**src/pkg/twg_pkg.sv**
```systemverilog
// Package: constants and carrier types for the timer waveform generator
// Contract
// - A count write blocks every compare match during the next timer tick.
// - Reset clears both internal compare output latches to zero.
// - Nonzero action field makes compare output replace the port value; direction unchanged.
// - Port override depends only on the action field, not the waveform mode.
// - Action field zero leaves compare output unchanged at the next match.
// - A new action field value governs the first match after the write.
// - Force strobe applies the action at once in non-PWM modes; latches survive mode change.
// - Mode 0 counts up always, never clears on match, wraps ff to 00.
// - Mode 0 sets overflow flag as count becomes zero; counting never clears it.
// - Mode 2 clears the counter on match with compare value A as top.
// - Mode 2 compare A is written directly; below count means run through ff first.
// - Mode 2 sets compare flag A each time the counter reaches top.
// - Mode 2 action one toggles compare output A on every match.
// - Mode 2 sets overflow flag when counter passes from max to zero.
// - Modes 3 and 7 count single slope to top; top is ff or compare A.
// - Fast PWM clears the counter on the tick after it equals top.
// - Fast PWM action two clears on match, sets at bottom; three the reverse.
// - Fast PWM action one toggles A only with top select bit set; B never.
// - Fast PWM sets overflow flag each time the counter reaches top.
// - Fast PWM compare zero gives a spike per period (256 ticks with top ff); max gives constant level.
// - Compare values are double buffered in fast PWM, direct in clear-on-match.
// - An equality sets that unit's compare flag on the next timer tick.
// - A count write wins over any clear or count in the same cycle.
// - Clock select zero stops the counter; count stays readable and writable.
package twg_pkg;
  localparam logic [7:0] TWG_BOTTOM      = 8'h00;
  localparam logic [7:0] TWG_MAX         = 8'hff;
  localparam logic [7:0] TWG_COUNT_RST   = 8'h00;
  localparam logic [7:0] TWG_COMPARE_RST = 8'h00;
  localparam logic [2:0] TWG_CLK_RST     = 3'h0;
  localparam logic [2:0] TWG_CLK_STOP    = 3'h0;
  localparam logic [2:0] TWG_CLK_DIV1    = 3'h1;
  localparam logic [2:0] TWG_CLK_DIV8    = 3'h2;
  localparam logic [2:0] TWG_CLK_DIV64   = 3'h3;
  localparam logic [2:0] TWG_CLK_DIV256  = 3'h4;
  localparam logic [2:0] TWG_CLK_DIV1024 = 3'h5;
  localparam logic [9:0] TWG_PRESCALE_MASK8    = 10'h007;
  localparam logic [9:0] TWG_PRESCALE_MASK64   = 10'h03f;
  localparam logic [9:0] TWG_PRESCALE_MASK256  = 10'h0ff;
  localparam logic [9:0] TWG_PRESCALE_MASK1024 = 10'h3ff;
  localparam logic [1:0] TWG_ACT_NONE    = 2'h0;
  localparam logic [1:0] TWG_ACT_TOGGLE  = 2'h1;
  localparam logic [1:0] TWG_ACT_CLEAR   = 2'h2;
  localparam logic [1:0] TWG_ACT_SET     = 2'h3;
  localparam logic       TWG_OUT_RST     = 1'b0;
  localparam logic       TWG_FLAG_RST    = 1'b0;

  typedef enum logic [2:0]
  {
    TWG_WS_NORMAL   = 3'h0,
    TWG_WS_PC_MAX   = 3'h1,
    TWG_WS_CTC      = 3'h2,
    TWG_WS_FAST_MAX = 3'h3,
    TWG_WS_RSVD4    = 3'h4,
    TWG_WS_PC_CMP   = 3'h5,
    TWG_WS_RSVD6    = 3'h6,
    TWG_WS_FAST_CMP = 3'h7
  } twg_mode_t;

  // Per-unit software control
  typedef struct packed
  {
    logic [1:0] output_action;
    logic       force_compare_strobe;
    logic       compare_write;
    logic [7:0] compare_wdata;
  } twg_unit_ctl_t;

  // Pin-side view of one compare output
  typedef struct packed
  {
    logic pin_out;
    logic pin_oe;
  } twg_pin_t;
endpackage : twg_pkg

```
**src/logic/twg_timer.sv**
```systemverilog
// Timer waveform generator: counter, two compare units, port override
`timescale 1ns/1ns
`default_nettype none
module twg_timer
(
  // Clock and reset
  input  wire logic                   i_sys_clk,
  input  wire logic                   i_rst_n,
  // Configuration
  input  wire logic [2:0]             i_waveform_select,
  input  wire logic [2:0]             i_clock_select_field,
  // Count value access
  input  wire logic                   i_count_write,
  input  wire logic [7:0]             i_count_wdata,
  output logic [7:0]                  o_count_value,
  // Compare units
  input  wire twg_pkg::twg_unit_ctl_t i_unit_a,
  input  wire twg_pkg::twg_unit_ctl_t i_unit_b,
  output logic [7:0]                  o_compare_value_a,
  output logic [7:0]                  o_compare_value_b,
  output logic [7:0]                  o_compare_buffer_a,
  output logic [7:0]                  o_compare_buffer_b,
  // Flags, cleared by writing one
  input  wire logic                   i_overflow_clear,
  input  wire logic                   i_compare_a_clear,
  input  wire logic                   i_compare_b_clear,
  output logic                        o_overflow_flag,
  output logic                        o_compare_flag_a,
  output logic                        o_compare_flag_b,
  // Port pins
  input  wire logic                   i_port_value_a,
  input  wire logic                   i_port_dir_a,
  input  wire logic                   i_port_value_b,
  input  wire logic                   i_port_dir_b,
  output logic                        o_compare_output_a,
  output logic                        o_compare_output_b,
  output twg_pkg::twg_pin_t           o_pin_a,
  output twg_pkg::twg_pin_t           o_pin_b
);

  logic [9:0]  prescale_reg;
  logic        tick;
  logic [7:0]  count_reg;
  logic [7:0]  count_next;
  logic [7:0]  cmp_a_reg;
  logic [7:0]  cmp_b_reg;
  logic [7:0]  buf_a_reg;
  logic [7:0]  buf_b_reg;
  logic        block_reg;
  logic        oc_a_reg;
  logic        oc_b_reg;
  logic        ovf_reg;
  logic        flag_a_reg;
  logic        flag_b_reg;
  logic        fast_pwm;
  logic        non_pwm;
  logic [7:0]  top_value;
  logic        at_top;
  logic        match_a;
  logic        match_b;
  logic        restart;
  logic        overflow_evt;

  // Next state of one compare output for a match or a restart at bottom
  function automatic logic oc_next
  (
    input logic       cur,
    input logic [1:0] act,
    input logic       fast,
    input logic       toggle_ok,
    input logic       match,
    input logic       bottom
  );
    logic v;
    v = cur;
    if (fast)
    begin
      if (bottom && act[1])
        v = ~act[0];
      else if (match && act == twg_pkg::TWG_ACT_CLEAR)
        v = 1'b0;
      else if (match && act == twg_pkg::TWG_ACT_SET)
        v = 1'b1;
      else if (match && act == twg_pkg::TWG_ACT_TOGGLE && toggle_ok)
        v = ~cur;
    end
    else if (match)
    begin
      case (act)
        twg_pkg::TWG_ACT_TOGGLE: v = ~cur;
        twg_pkg::TWG_ACT_CLEAR:  v = 1'b0;
        twg_pkg::TWG_ACT_SET:    v = 1'b1;
        default:                 v = cur;
      endcase
    end
    return v;
  endfunction : oc_next

  // Timer clock enable from the prescaler
  always_ff @(posedge i_sys_clk)
  begin
    if (!i_rst_n || i_clock_select_field == twg_pkg::TWG_CLK_STOP)
      prescale_reg <= 10'h000;
    else
      prescale_reg <= prescale_reg + 10'h001;
  end

  always_comb
  begin
    case (i_clock_select_field)
      twg_pkg::TWG_CLK_DIV1:    tick = 1'b1;
      twg_pkg::TWG_CLK_DIV8:    tick = (prescale_reg & twg_pkg::TWG_PRESCALE_MASK8) == twg_pkg::TWG_PRESCALE_MASK8;
      twg_pkg::TWG_CLK_DIV64:   tick = (prescale_reg & twg_pkg::TWG_PRESCALE_MASK64) == twg_pkg::TWG_PRESCALE_MASK64;
      twg_pkg::TWG_CLK_DIV256:  tick = (prescale_reg & twg_pkg::TWG_PRESCALE_MASK256) == twg_pkg::TWG_PRESCALE_MASK256;
      twg_pkg::TWG_CLK_DIV1024: tick = prescale_reg == twg_pkg::TWG_PRESCALE_MASK1024;
      // External clock sources are not wired here; stopped timer as well
      default:                  tick = 1'b0;
    endcase
  end

  // Mode decode; phase correct codes count up and wrap like normal mode, with top ff and no force strobe
  assign fast_pwm  = (i_waveform_select == twg_pkg::TWG_WS_FAST_MAX) ||
                     (i_waveform_select == twg_pkg::TWG_WS_FAST_CMP);
  assign non_pwm   = (i_waveform_select == twg_pkg::TWG_WS_NORMAL) ||
                     (i_waveform_select == twg_pkg::TWG_WS_CTC);
  assign top_value = (i_waveform_select == twg_pkg::TWG_WS_CTC ||
                      i_waveform_select == twg_pkg::TWG_WS_FAST_CMP) ? cmp_a_reg : twg_pkg::TWG_MAX;
  assign at_top    = count_reg == top_value;

  // Matches are gated by the timer tick and blocked after a count write
  assign match_a = tick && !block_reg && (count_reg == cmp_a_reg);
  assign match_b = tick && !block_reg && (count_reg == cmp_b_reg);

  // Restart: CLEAR_ON_MATCH_MODE clears on match of A, fast PWM on the tick after top
  assign restart = tick && ((i_waveform_select == twg_pkg::TWG_WS_CTC && match_a) ||
                            (fast_pwm && at_top));

  // Overflow: zero reached from max in normal/CLEAR_ON_MATCH_MODE, top reached in fast PWM
  assign overflow_evt = tick && (fast_pwm ? at_top : (count_reg == twg_pkg::TWG_MAX));

  always_comb
  begin
    count_next = count_reg;
    if (i_count_write)
      count_next = i_count_wdata;
    else if (restart)
      count_next = twg_pkg::TWG_BOTTOM;
    else if (tick)
      count_next = count_reg + 8'h01;
  end

  always_ff @(posedge i_sys_clk)
  begin
    if (!i_rst_n)
      count_reg <= twg_pkg::TWG_COUNT_RST;
    else
      count_reg <= count_next;
  end

  // Block stays armed until the next timer tick has passed
  always_ff @(posedge i_sys_clk)
  begin
    if (!i_rst_n)
      block_reg <= 1'b0;
    else if (i_count_write)
      block_reg <= 1'b1;
    else if (tick)
      block_reg <= 1'b0;
  end

  // Compare buffers: software always lands here
  always_ff @(posedge i_sys_clk)
  begin
    if (!i_rst_n)
    begin
      buf_a_reg <= twg_pkg::TWG_COMPARE_RST;
      buf_b_reg <= twg_pkg::TWG_COMPARE_RST;
    end
    else
    begin
      if (i_unit_a.compare_write)
        buf_a_reg <= i_unit_a.compare_wdata;
      if (i_unit_b.compare_write)
        buf_b_reg <= i_unit_b.compare_wdata;
    end
  end

  // Active compare registers: direct outside fast PWM, loaded at bottom inside it
  always_ff @(posedge i_sys_clk)
  begin
    if (!i_rst_n)
    begin
      cmp_a_reg <= twg_pkg::TWG_COMPARE_RST;
      cmp_b_reg <= twg_pkg::TWG_COMPARE_RST;
    end
    else if (!fast_pwm)
    begin
      if (i_unit_a.compare_write)
        cmp_a_reg <= i_unit_a.compare_wdata;
      if (i_unit_b.compare_write)
        cmp_b_reg <= i_unit_b.compare_wdata;
    end
    else if (restart)
    begin
      cmp_a_reg <= buf_a_reg;
      cmp_b_reg <= buf_b_reg;
    end
  end

  // Compare output latches; never touched by mode changes
  always_ff @(posedge i_sys_clk)
  begin
    if (!i_rst_n)
    begin
      oc_a_reg <= twg_pkg::TWG_OUT_RST;
      oc_b_reg <= twg_pkg::TWG_OUT_RST;
    end
    else
    begin
      // Action field is read live, so a new value rules the next match
      oc_a_reg <= oc_next(oc_a_reg, i_unit_a.output_action, fast_pwm, i_waveform_select[2],
                          match_a || (non_pwm && i_unit_a.force_compare_strobe),
                          fast_pwm && restart);
      oc_b_reg <= oc_next(oc_b_reg, i_unit_b.output_action, fast_pwm, 1'b0,
                          match_b || (non_pwm && i_unit_b.force_compare_strobe),
                          fast_pwm && restart);
    end
  end

  // Flags: hardware set wins over a clear in the same cycle; force never sets them
  always_ff @(posedge i_sys_clk)
  begin
    if (!i_rst_n)
    begin
      ovf_reg    <= twg_pkg::TWG_FLAG_RST;
      flag_a_reg <= twg_pkg::TWG_FLAG_RST;
      flag_b_reg <= twg_pkg::TWG_FLAG_RST;
    end
    else
    begin
      if (overflow_evt)
        ovf_reg <= 1'b1;
      else if (i_overflow_clear)
        ovf_reg <= 1'b0;
      if (match_a)
        flag_a_reg <= 1'b1;
      else if (i_compare_a_clear)
        flag_a_reg <= 1'b0;
      if (match_b)
        flag_b_reg <= 1'b1;
      else if (i_compare_b_clear)
        flag_b_reg <= 1'b0;
    end
  end

  assign o_count_value      = count_reg;
  assign o_compare_value_a  = cmp_a_reg;
  assign o_compare_value_b  = cmp_b_reg;
  assign o_compare_buffer_a = buf_a_reg;
  assign o_compare_buffer_b = buf_b_reg;
  assign o_overflow_flag    = ovf_reg;
  assign o_compare_flag_a   = flag_a_reg;
  assign o_compare_flag_b   = flag_b_reg;
  assign o_compare_output_a = oc_a_reg;
  assign o_compare_output_b = oc_b_reg;

  // Override from the action field alone; direction stays with the port bit
  assign o_pin_a.pin_out = (|i_unit_a.output_action) ? oc_a_reg : i_port_value_a;
  assign o_pin_a.pin_oe  = i_port_dir_a;
  assign o_pin_b.pin_out = (|i_unit_b.output_action) ? oc_b_reg : i_port_value_b;
  assign o_pin_b.pin_oe  = i_port_dir_b;

endmodule : twg_timer
`default_nettype wire

```
**config.mk**
```make
export PLATFORM = sky130hd
export DESIGN_NAME = twg_timer
export DESIGN_NICKNAME = d
export VERILOG_FILES = /design/src/pkg/twg_pkg.sv /design/src/logic/twg_timer.sv
export SDC_FILE = /design/constraint.sdc
export NUM_CORES = 1
export LEC_CHECK = 0
export ABC_AREA = 1
export BUFFER_PORTS_ARGS = -buffer_cell sky130_fd_sc_hd__buf_4
export CORE_MARGIN = 1.5
export CORE_UTILIZATION = 40
export CTS_BUF_LIST = sky130_fd_sc_hd__clkbuf_8
export DETAILED_ROUTE_END_ITERATION = 6
export GPL_ROUTABILITY_DRIVEN = 0
export PLACE_DENSITY_LB_ADDON = 0.12
export SYNTH_ARGS = -nofsm -noshare
export SYNTH_HDL_FRONTEND = slang
export SYNTH_SLANG_ARGS = --single-unit
```
**constraint.sdc**
```tcl
create_clock -name i_sys_clk -period 3.55 [get_ports i_sys_clk]
set_input_delay 0.355 -clock i_sys_clk [delete_from_list [all_inputs] [get_ports i_sys_clk]]
set_output_delay 0.355 -clock i_sys_clk [all_outputs]
set_load 0.1 [all_outputs]
```
# == Yosys cells after proc, flatten, opt, wreduce, memory -nomap -nowiden ==
# Index checks and enable logic that the tools add are counted.
# word_totals
elab_cells,124
reg_bits,56
# classes
eq_ne,25
mux,35
reduce_logical,46
bitwise_logic,4
add_sub_neg,2
# ops
cell,count
$mux 8,10
$eq 8x8->1,3
$mux 1,22
$logic_and 1x1->1,18
$eq 8x8->1 const B,2
$reduce_bool 2->1,8
$eq 3x2->1 const B,4
$eq 3x3->1 const B,4
$add 10x1->10 const B,1
$eq 10x10->1 const B,1
$add 8x1->8 const B,1
$eq 2x2->1 const B,4
$reduce_bool 4->1,2
$logic_or 1x1->1,7
$eq 6x6->1 const B,1
$logic_not 3->1,2
$pmux 1 s3,2
$reduce_and 3->1,2
$ne 5x1->1 const B,1
$pmux 1 s5,1
$eq 2x1->1 const B,2
$ne 4x1->1 const B,1
$not 1->1,4
$reduce_and 2->1,2
5 further kinds,7

# == Longest topological paths before layout ==
# depth
word_depth,12
depth_mapped,16
mapped_depth_nobuf,16

# == Least setup slack after synthesis ==
# Ideal clock, no wire load.
# synth_path
path_kind,flip-flop to output port
start,"reg oc_a_reg, in the netlist o_compare_output_a"
end,out o_pin_a[1] in the netlist's numbering
required_ns,3.195
arrival_time_ns,3.264
n_path_buf,0
setup_slack_ns,-0.069
path_stages_with_launch,3
path_cell_list,dfxtp_1 inv_1 o21ai_0
# synth_rtl
element,line,rtl
start: declaration,twg_timer.sv:50,logic oc_a_reg;
start signal: assignment,twg_timer.sv:215,oc_a_reg <= twg_pkg::TWG_OUT_RST;
start signal: assignment,twg_timer.sv:221,"oc_a_reg <= oc_next(oc_a_reg, i_unit_a.output_action, fast_pwm, i_waveform_select[2],"
end: declaration,twg_timer.sv:37,"output twg_pkg::twg_pin_t o_pin_a,"

# == Worst setup path in the final report ==
# layout_path
start,"reg count_reg[6], in the netlist o_count_value[6]"
end,"reg cmp_b_reg[7], in the netlist o_compare_value_b[7]"
# layout_via
elab_chain_len,7
word_cells_on_any_way,9
cone_classes,eq/ne: 3; reduce/logical: 6
# layout_lines
element,line,rtl
start: declaration,twg_timer.sv:43,logic [7:0] count_reg;
start signal: assignment,twg_timer.sv:155,count_reg <= twg_pkg::TWG_COUNT_RST;
start signal: assignment,twg_timer.sv:157,count_reg <= count_next;
$eq 8x8->1,twg_timer.sv:131,assign match_a = tick && !block_reg && (count_reg == cmp_a_reg);
$logic_and 1x1->1,twg_timer.sv:131,
$logic_and 1x1->1,twg_timer.sv:135,assign restart = tick && ((i_waveform_select == twg_pkg::TWG_WS_CTC && match_a) ||
$logic_or 1x1->1 *,twg_timer.sv:135,
$logic_and 1x1->1 *,twg_timer.sv:135,
$ne 2x1->1 (no line) *,-,
$reduce_and 2->1 (no line) *,-,
end signal: assignment,twg_timer.sv:194,cmp_b_reg <= twg_pkg::TWG_COMPARE_RST;
end signal: assignment,twg_timer.sv:201,cmp_b_reg <= i_unit_b.compare_wdata;
end signal: assignment,twg_timer.sv:206,cmp_b_reg <= buf_b_reg;
end: declaration,twg_timer.sv:46,logic [7:0] cmp_b_reg;
# Mark *: on every way between the ends. The rest lies on a longest branch, timed or not.
# A chain may end at the register's enable or synchronous reset.

==> impl_summary.md <==
Status
The flow ran to the end, and the final reports show no timing, DRC or antenna violations.

STA
Setup repair after global routing left no endpoint under its margin. The transition at the pin with the smallest max-transition slack is 384.9 ps. The final critical path time including I/O delays and setup is 2147 ps.

Dividing the final minimum period by the clock period gives 60.49%. In the final timing run, aggregate negative setup slack is 0 ps. The worst-case headroom to the max-slew limit is 74.31%. Static timing analysis puts the maximum clock frequency at 465.7 MHz. The number of max-slew violations in the final report is 0. Clock skew on the completed layout was measured at 7.044 ps. The final setup violation count is 0. The number of hold violations in the final report was 0.

Layout
The register with the most flip-flops in the layout has 10 of them. In the final layout, the share of cells above drive strength 1 is 23.77%. The number of nets in the finished design is 580. The area added between synthesis and finish is 27.44%. The repair_antennas step left the layout with diodes totalling 0.

Global routing
The via count of the first global-routing pass is 2901. Global routing consumed, over all layers together, 19.57% of the routing resources. The number of antenna violations at the first check in global routing was 0. Entering global routing, the biggest net connects 37 pins. The first global-routing pass estimated 13.40 mm of wire. Global routing finished with a remaining overflow of 0.

Logic synthesis
Averaged over all synthesized cells, the footprint is 6.932 sq um. The count of flip-flops with a built-in enable after synthesis is 0. Among all flip-flop cells after synthesis, the most frequent one is dfxtp_1.

The most common cell in the synthesized netlist is nor2_1. Yosys printed 0 warnings. By area the synthesized netlist is led by dfxtp_1 (36%), nor2_1 (10%), nand2_1 (9.0%).

The number of synthesized register bits is 56. Summed over its instances, the top area cell type makes up 36.42% of the synthesized netlist area. The portion of the post-synthesis area used by sequential elements is 36.42%. Synthesis produced a netlist with a net count of 495. The netlist area before placement is 3078 sq um. The synthesized design spends more area on one cell type than any other, namely dfxtp_1.

The number of different library cells used by synthesis comes to 42. The count of mapped cells out of synthesis is 444. The proportion of synthesized flip-flops having asynchronous set or reset is 0%. Sorting the synthesized cells by how often they occur yields nor2_1 (84), nand2_1 (74), dfxtp_1 (56), o21ai_0 (48), inv_1 (41).

Clock tree
After clock tree synthesis, the setup repair step added 0 buffers. The total number of clock tree sinks is 56. The clock input transition at the sequential cells of the worst setup and hold paths is 100 ps. The maximum buffer depth of the clock tree is 2. The clock latency of the later-clocked register in the worst-skew pair is 310 ps. The count of hold-fix buffers inserted at cts is 0. The cell chosen for the clock root is clkbuf_8.

The number of instances resized during post-cts repair is 0. The H-tree depth reported by CTS is 2. The CTS tree is done. The number of buffers created by CTS is 5.

Die
The I/O pin count is 97. The floorplan step defined a die boundary enclosing 8230 sq um. The number of placement rows is 31. In this run the vertical extent of the chip is 90.72 microns. The floorplan step defined a core boundary enclosing 7331 sq um. The die is 90.72 microns wide. Once the floorplan was initialized, standard cells occupied 41.99% of the core.

Route
The final layout contains routed wiring with a total length of 8.082 mm. The remaining antenna violation count is 0. The count of unresolved DRC violations after routing is 0. Using the TritonRoute via totals, the vias-per-cell ratio works out to 5.029. The detailed-routing iteration count for the pre-antenna-repair pass is 6. In this run, the number of DRC markers left after iteration 0 of detailed routing was 136. The total via count in the routed design is 3163. After detailed routing, the average wire length per cell comes to 12.85 microns.

Placement
The detailed-placement wirelength estimate is 6.148 mm. Buffers placed on the I/O ports in this run total 92.

Power
The total power per unit cell area is 420.8 nW/um^2. The completed layout was analyzed and its total power is 1.650 mW. In this run the static leakage power is 1.848 nW.

Across the VDD grid, the largest voltage drop is 0.0001998 V.

Worst setup path
The largest driver fanout on the critical path is 15. STA classifies the critical path endpoint as a flop. The required time at the worst-slack endpoint is 3760 ps. For the worst setup path, the data arrival time is 2360 ps.

The critical path is of the flop to flop type. STA classifies the critical path startpoint as a flop.

Hold path
The worst hold path class is input port to flop.

Run
The max-capacitance violation count is 0.
## critical path, cell delays in order (launching register included)
cell	delay [ps]
dfxtp_1	470
inv_1	160
nand2_1	80
o21ai_0	100
nor2_1	120
nand2_1	60
nor2_1	260
nand4_4	140
nand2_4	130
nand3_4	120
nand2_4	180
inv_1	80
nor2_1	110
nor2_1	60
## power by group
part / total (mW) / internal (mW) / switching (mW) / leakage, nW
registers: 0.712 / 0.667 / 0.0449 / 0.462
clock network: 0.371 / 0.160 / 0.210 / 0.0516
logic: 0.568 / 0.150 / 0.418 / 1.33
total: 1.65 / 0.978 / 0.673 / 1.85
## per-stage QoR
stage | worst slack (ps) | instance area (sq um) | hold slack (ps) | utilization (%) | cells
after global placement | 1480 | 3826 | 431.3 | 52.19 | 621
after detailed placement | 1410 | 3826 | 441.5 | 52.19 | 621
after global routing | 1177 | 3923 | 270.2 | 53.51 | 629
after floorplan | 684.7 | 3078 | 417.9 | - | 444
final | 1403 | 3923 | 274.3 | 53.51 | 629
after CTS | 1392 | 3923 | 267.6 | 53.51 | 629
## kinds of logic (layout without fill, tap and decap cells)
| logic type | count (synthesis) | after routing | share of synthesized area [%] |
|---|---|---|---|
| AND/OR/NAND/NOR | 202 | 202 | 29.67 |
| flip-flops | 56 | 56 | 36.42 |
| adder cells (fa/ha/maj) | 3 | 3 | 1.220 |
| AO/OA/AOI/OAI | 108 | 108 | 20.89 |
| buffers and inverters | 63 | 149 | 8.374 |
| XOR/XNOR | 12 | 12 | 3.415 |
## path summary, 6_finish.rpt
| kind | startpoint | endpoint | slack (ps) | depth (start not counted) |
|---|---|---|---|---|
| min reg2reg | prescale_reg[0] | prescale_reg[0] | 460 | 1 |
| max | o_count_value[6] | o_compare_value_b[7] | 1400 | 13 |
| max reg2reg | o_count_value[6] | o_compare_value_b[7] | 1400 | 13 |
| min | i_unit_a[0] | o_compare_buffer_a[0] | 270 | 3 |
## routing by layer
layer	up-vias	track usage [%]	wire length (microns)
met5	-	0	0
met4	0	5.556	122
met3	9	3.620	419
met2	83	33.27	3903
met1	1448	25.08	3637
li1	1623	-	-
## placed cells by master (no fill, tap or decap), drive strengths merged
master | Yosys | final
buf | 7 | 94
nor2 | 87 | 87
nand2 | 81 | 81
o21ai | 57 | 57
dfxtp | 56 | 56
inv | 44 | 45
a21oi | 29 | 29
nand3 | 17 | 17
o211a | 10 | 10
xnor2 | 8 | 8
nand4 | 8 | 8
clkbuf | 9 | 6
nor3 | 5 | 5
xor2 | 4 | 4
clkinv | 3 | 4
o211ai | 3 | 3
ha | 3 | 3
o21a | 2 | 2
or2 | 2 | 2
a31oi | 2 | 2
o21bai | 1 | 1
and3 | 1 | 1
a211oi | 1 | 1
nor3b | 1 | 1
a221oi | 1 | 1
a211o | 1 | 1
a22oi | 1 | 1
## final cells by class
class	instances	area, sq um
Fill cell	746	3408
Multi-Input combinational cell	325	1699
Sequential cell	56	1121
Timing Repair Buffer	94	705.7
Inverter	47	176.4
Tap cell	99	123.9
Clock buffer	6	82.58
Clock inverter	2	13.76
(Power assumes the default switching activity.)
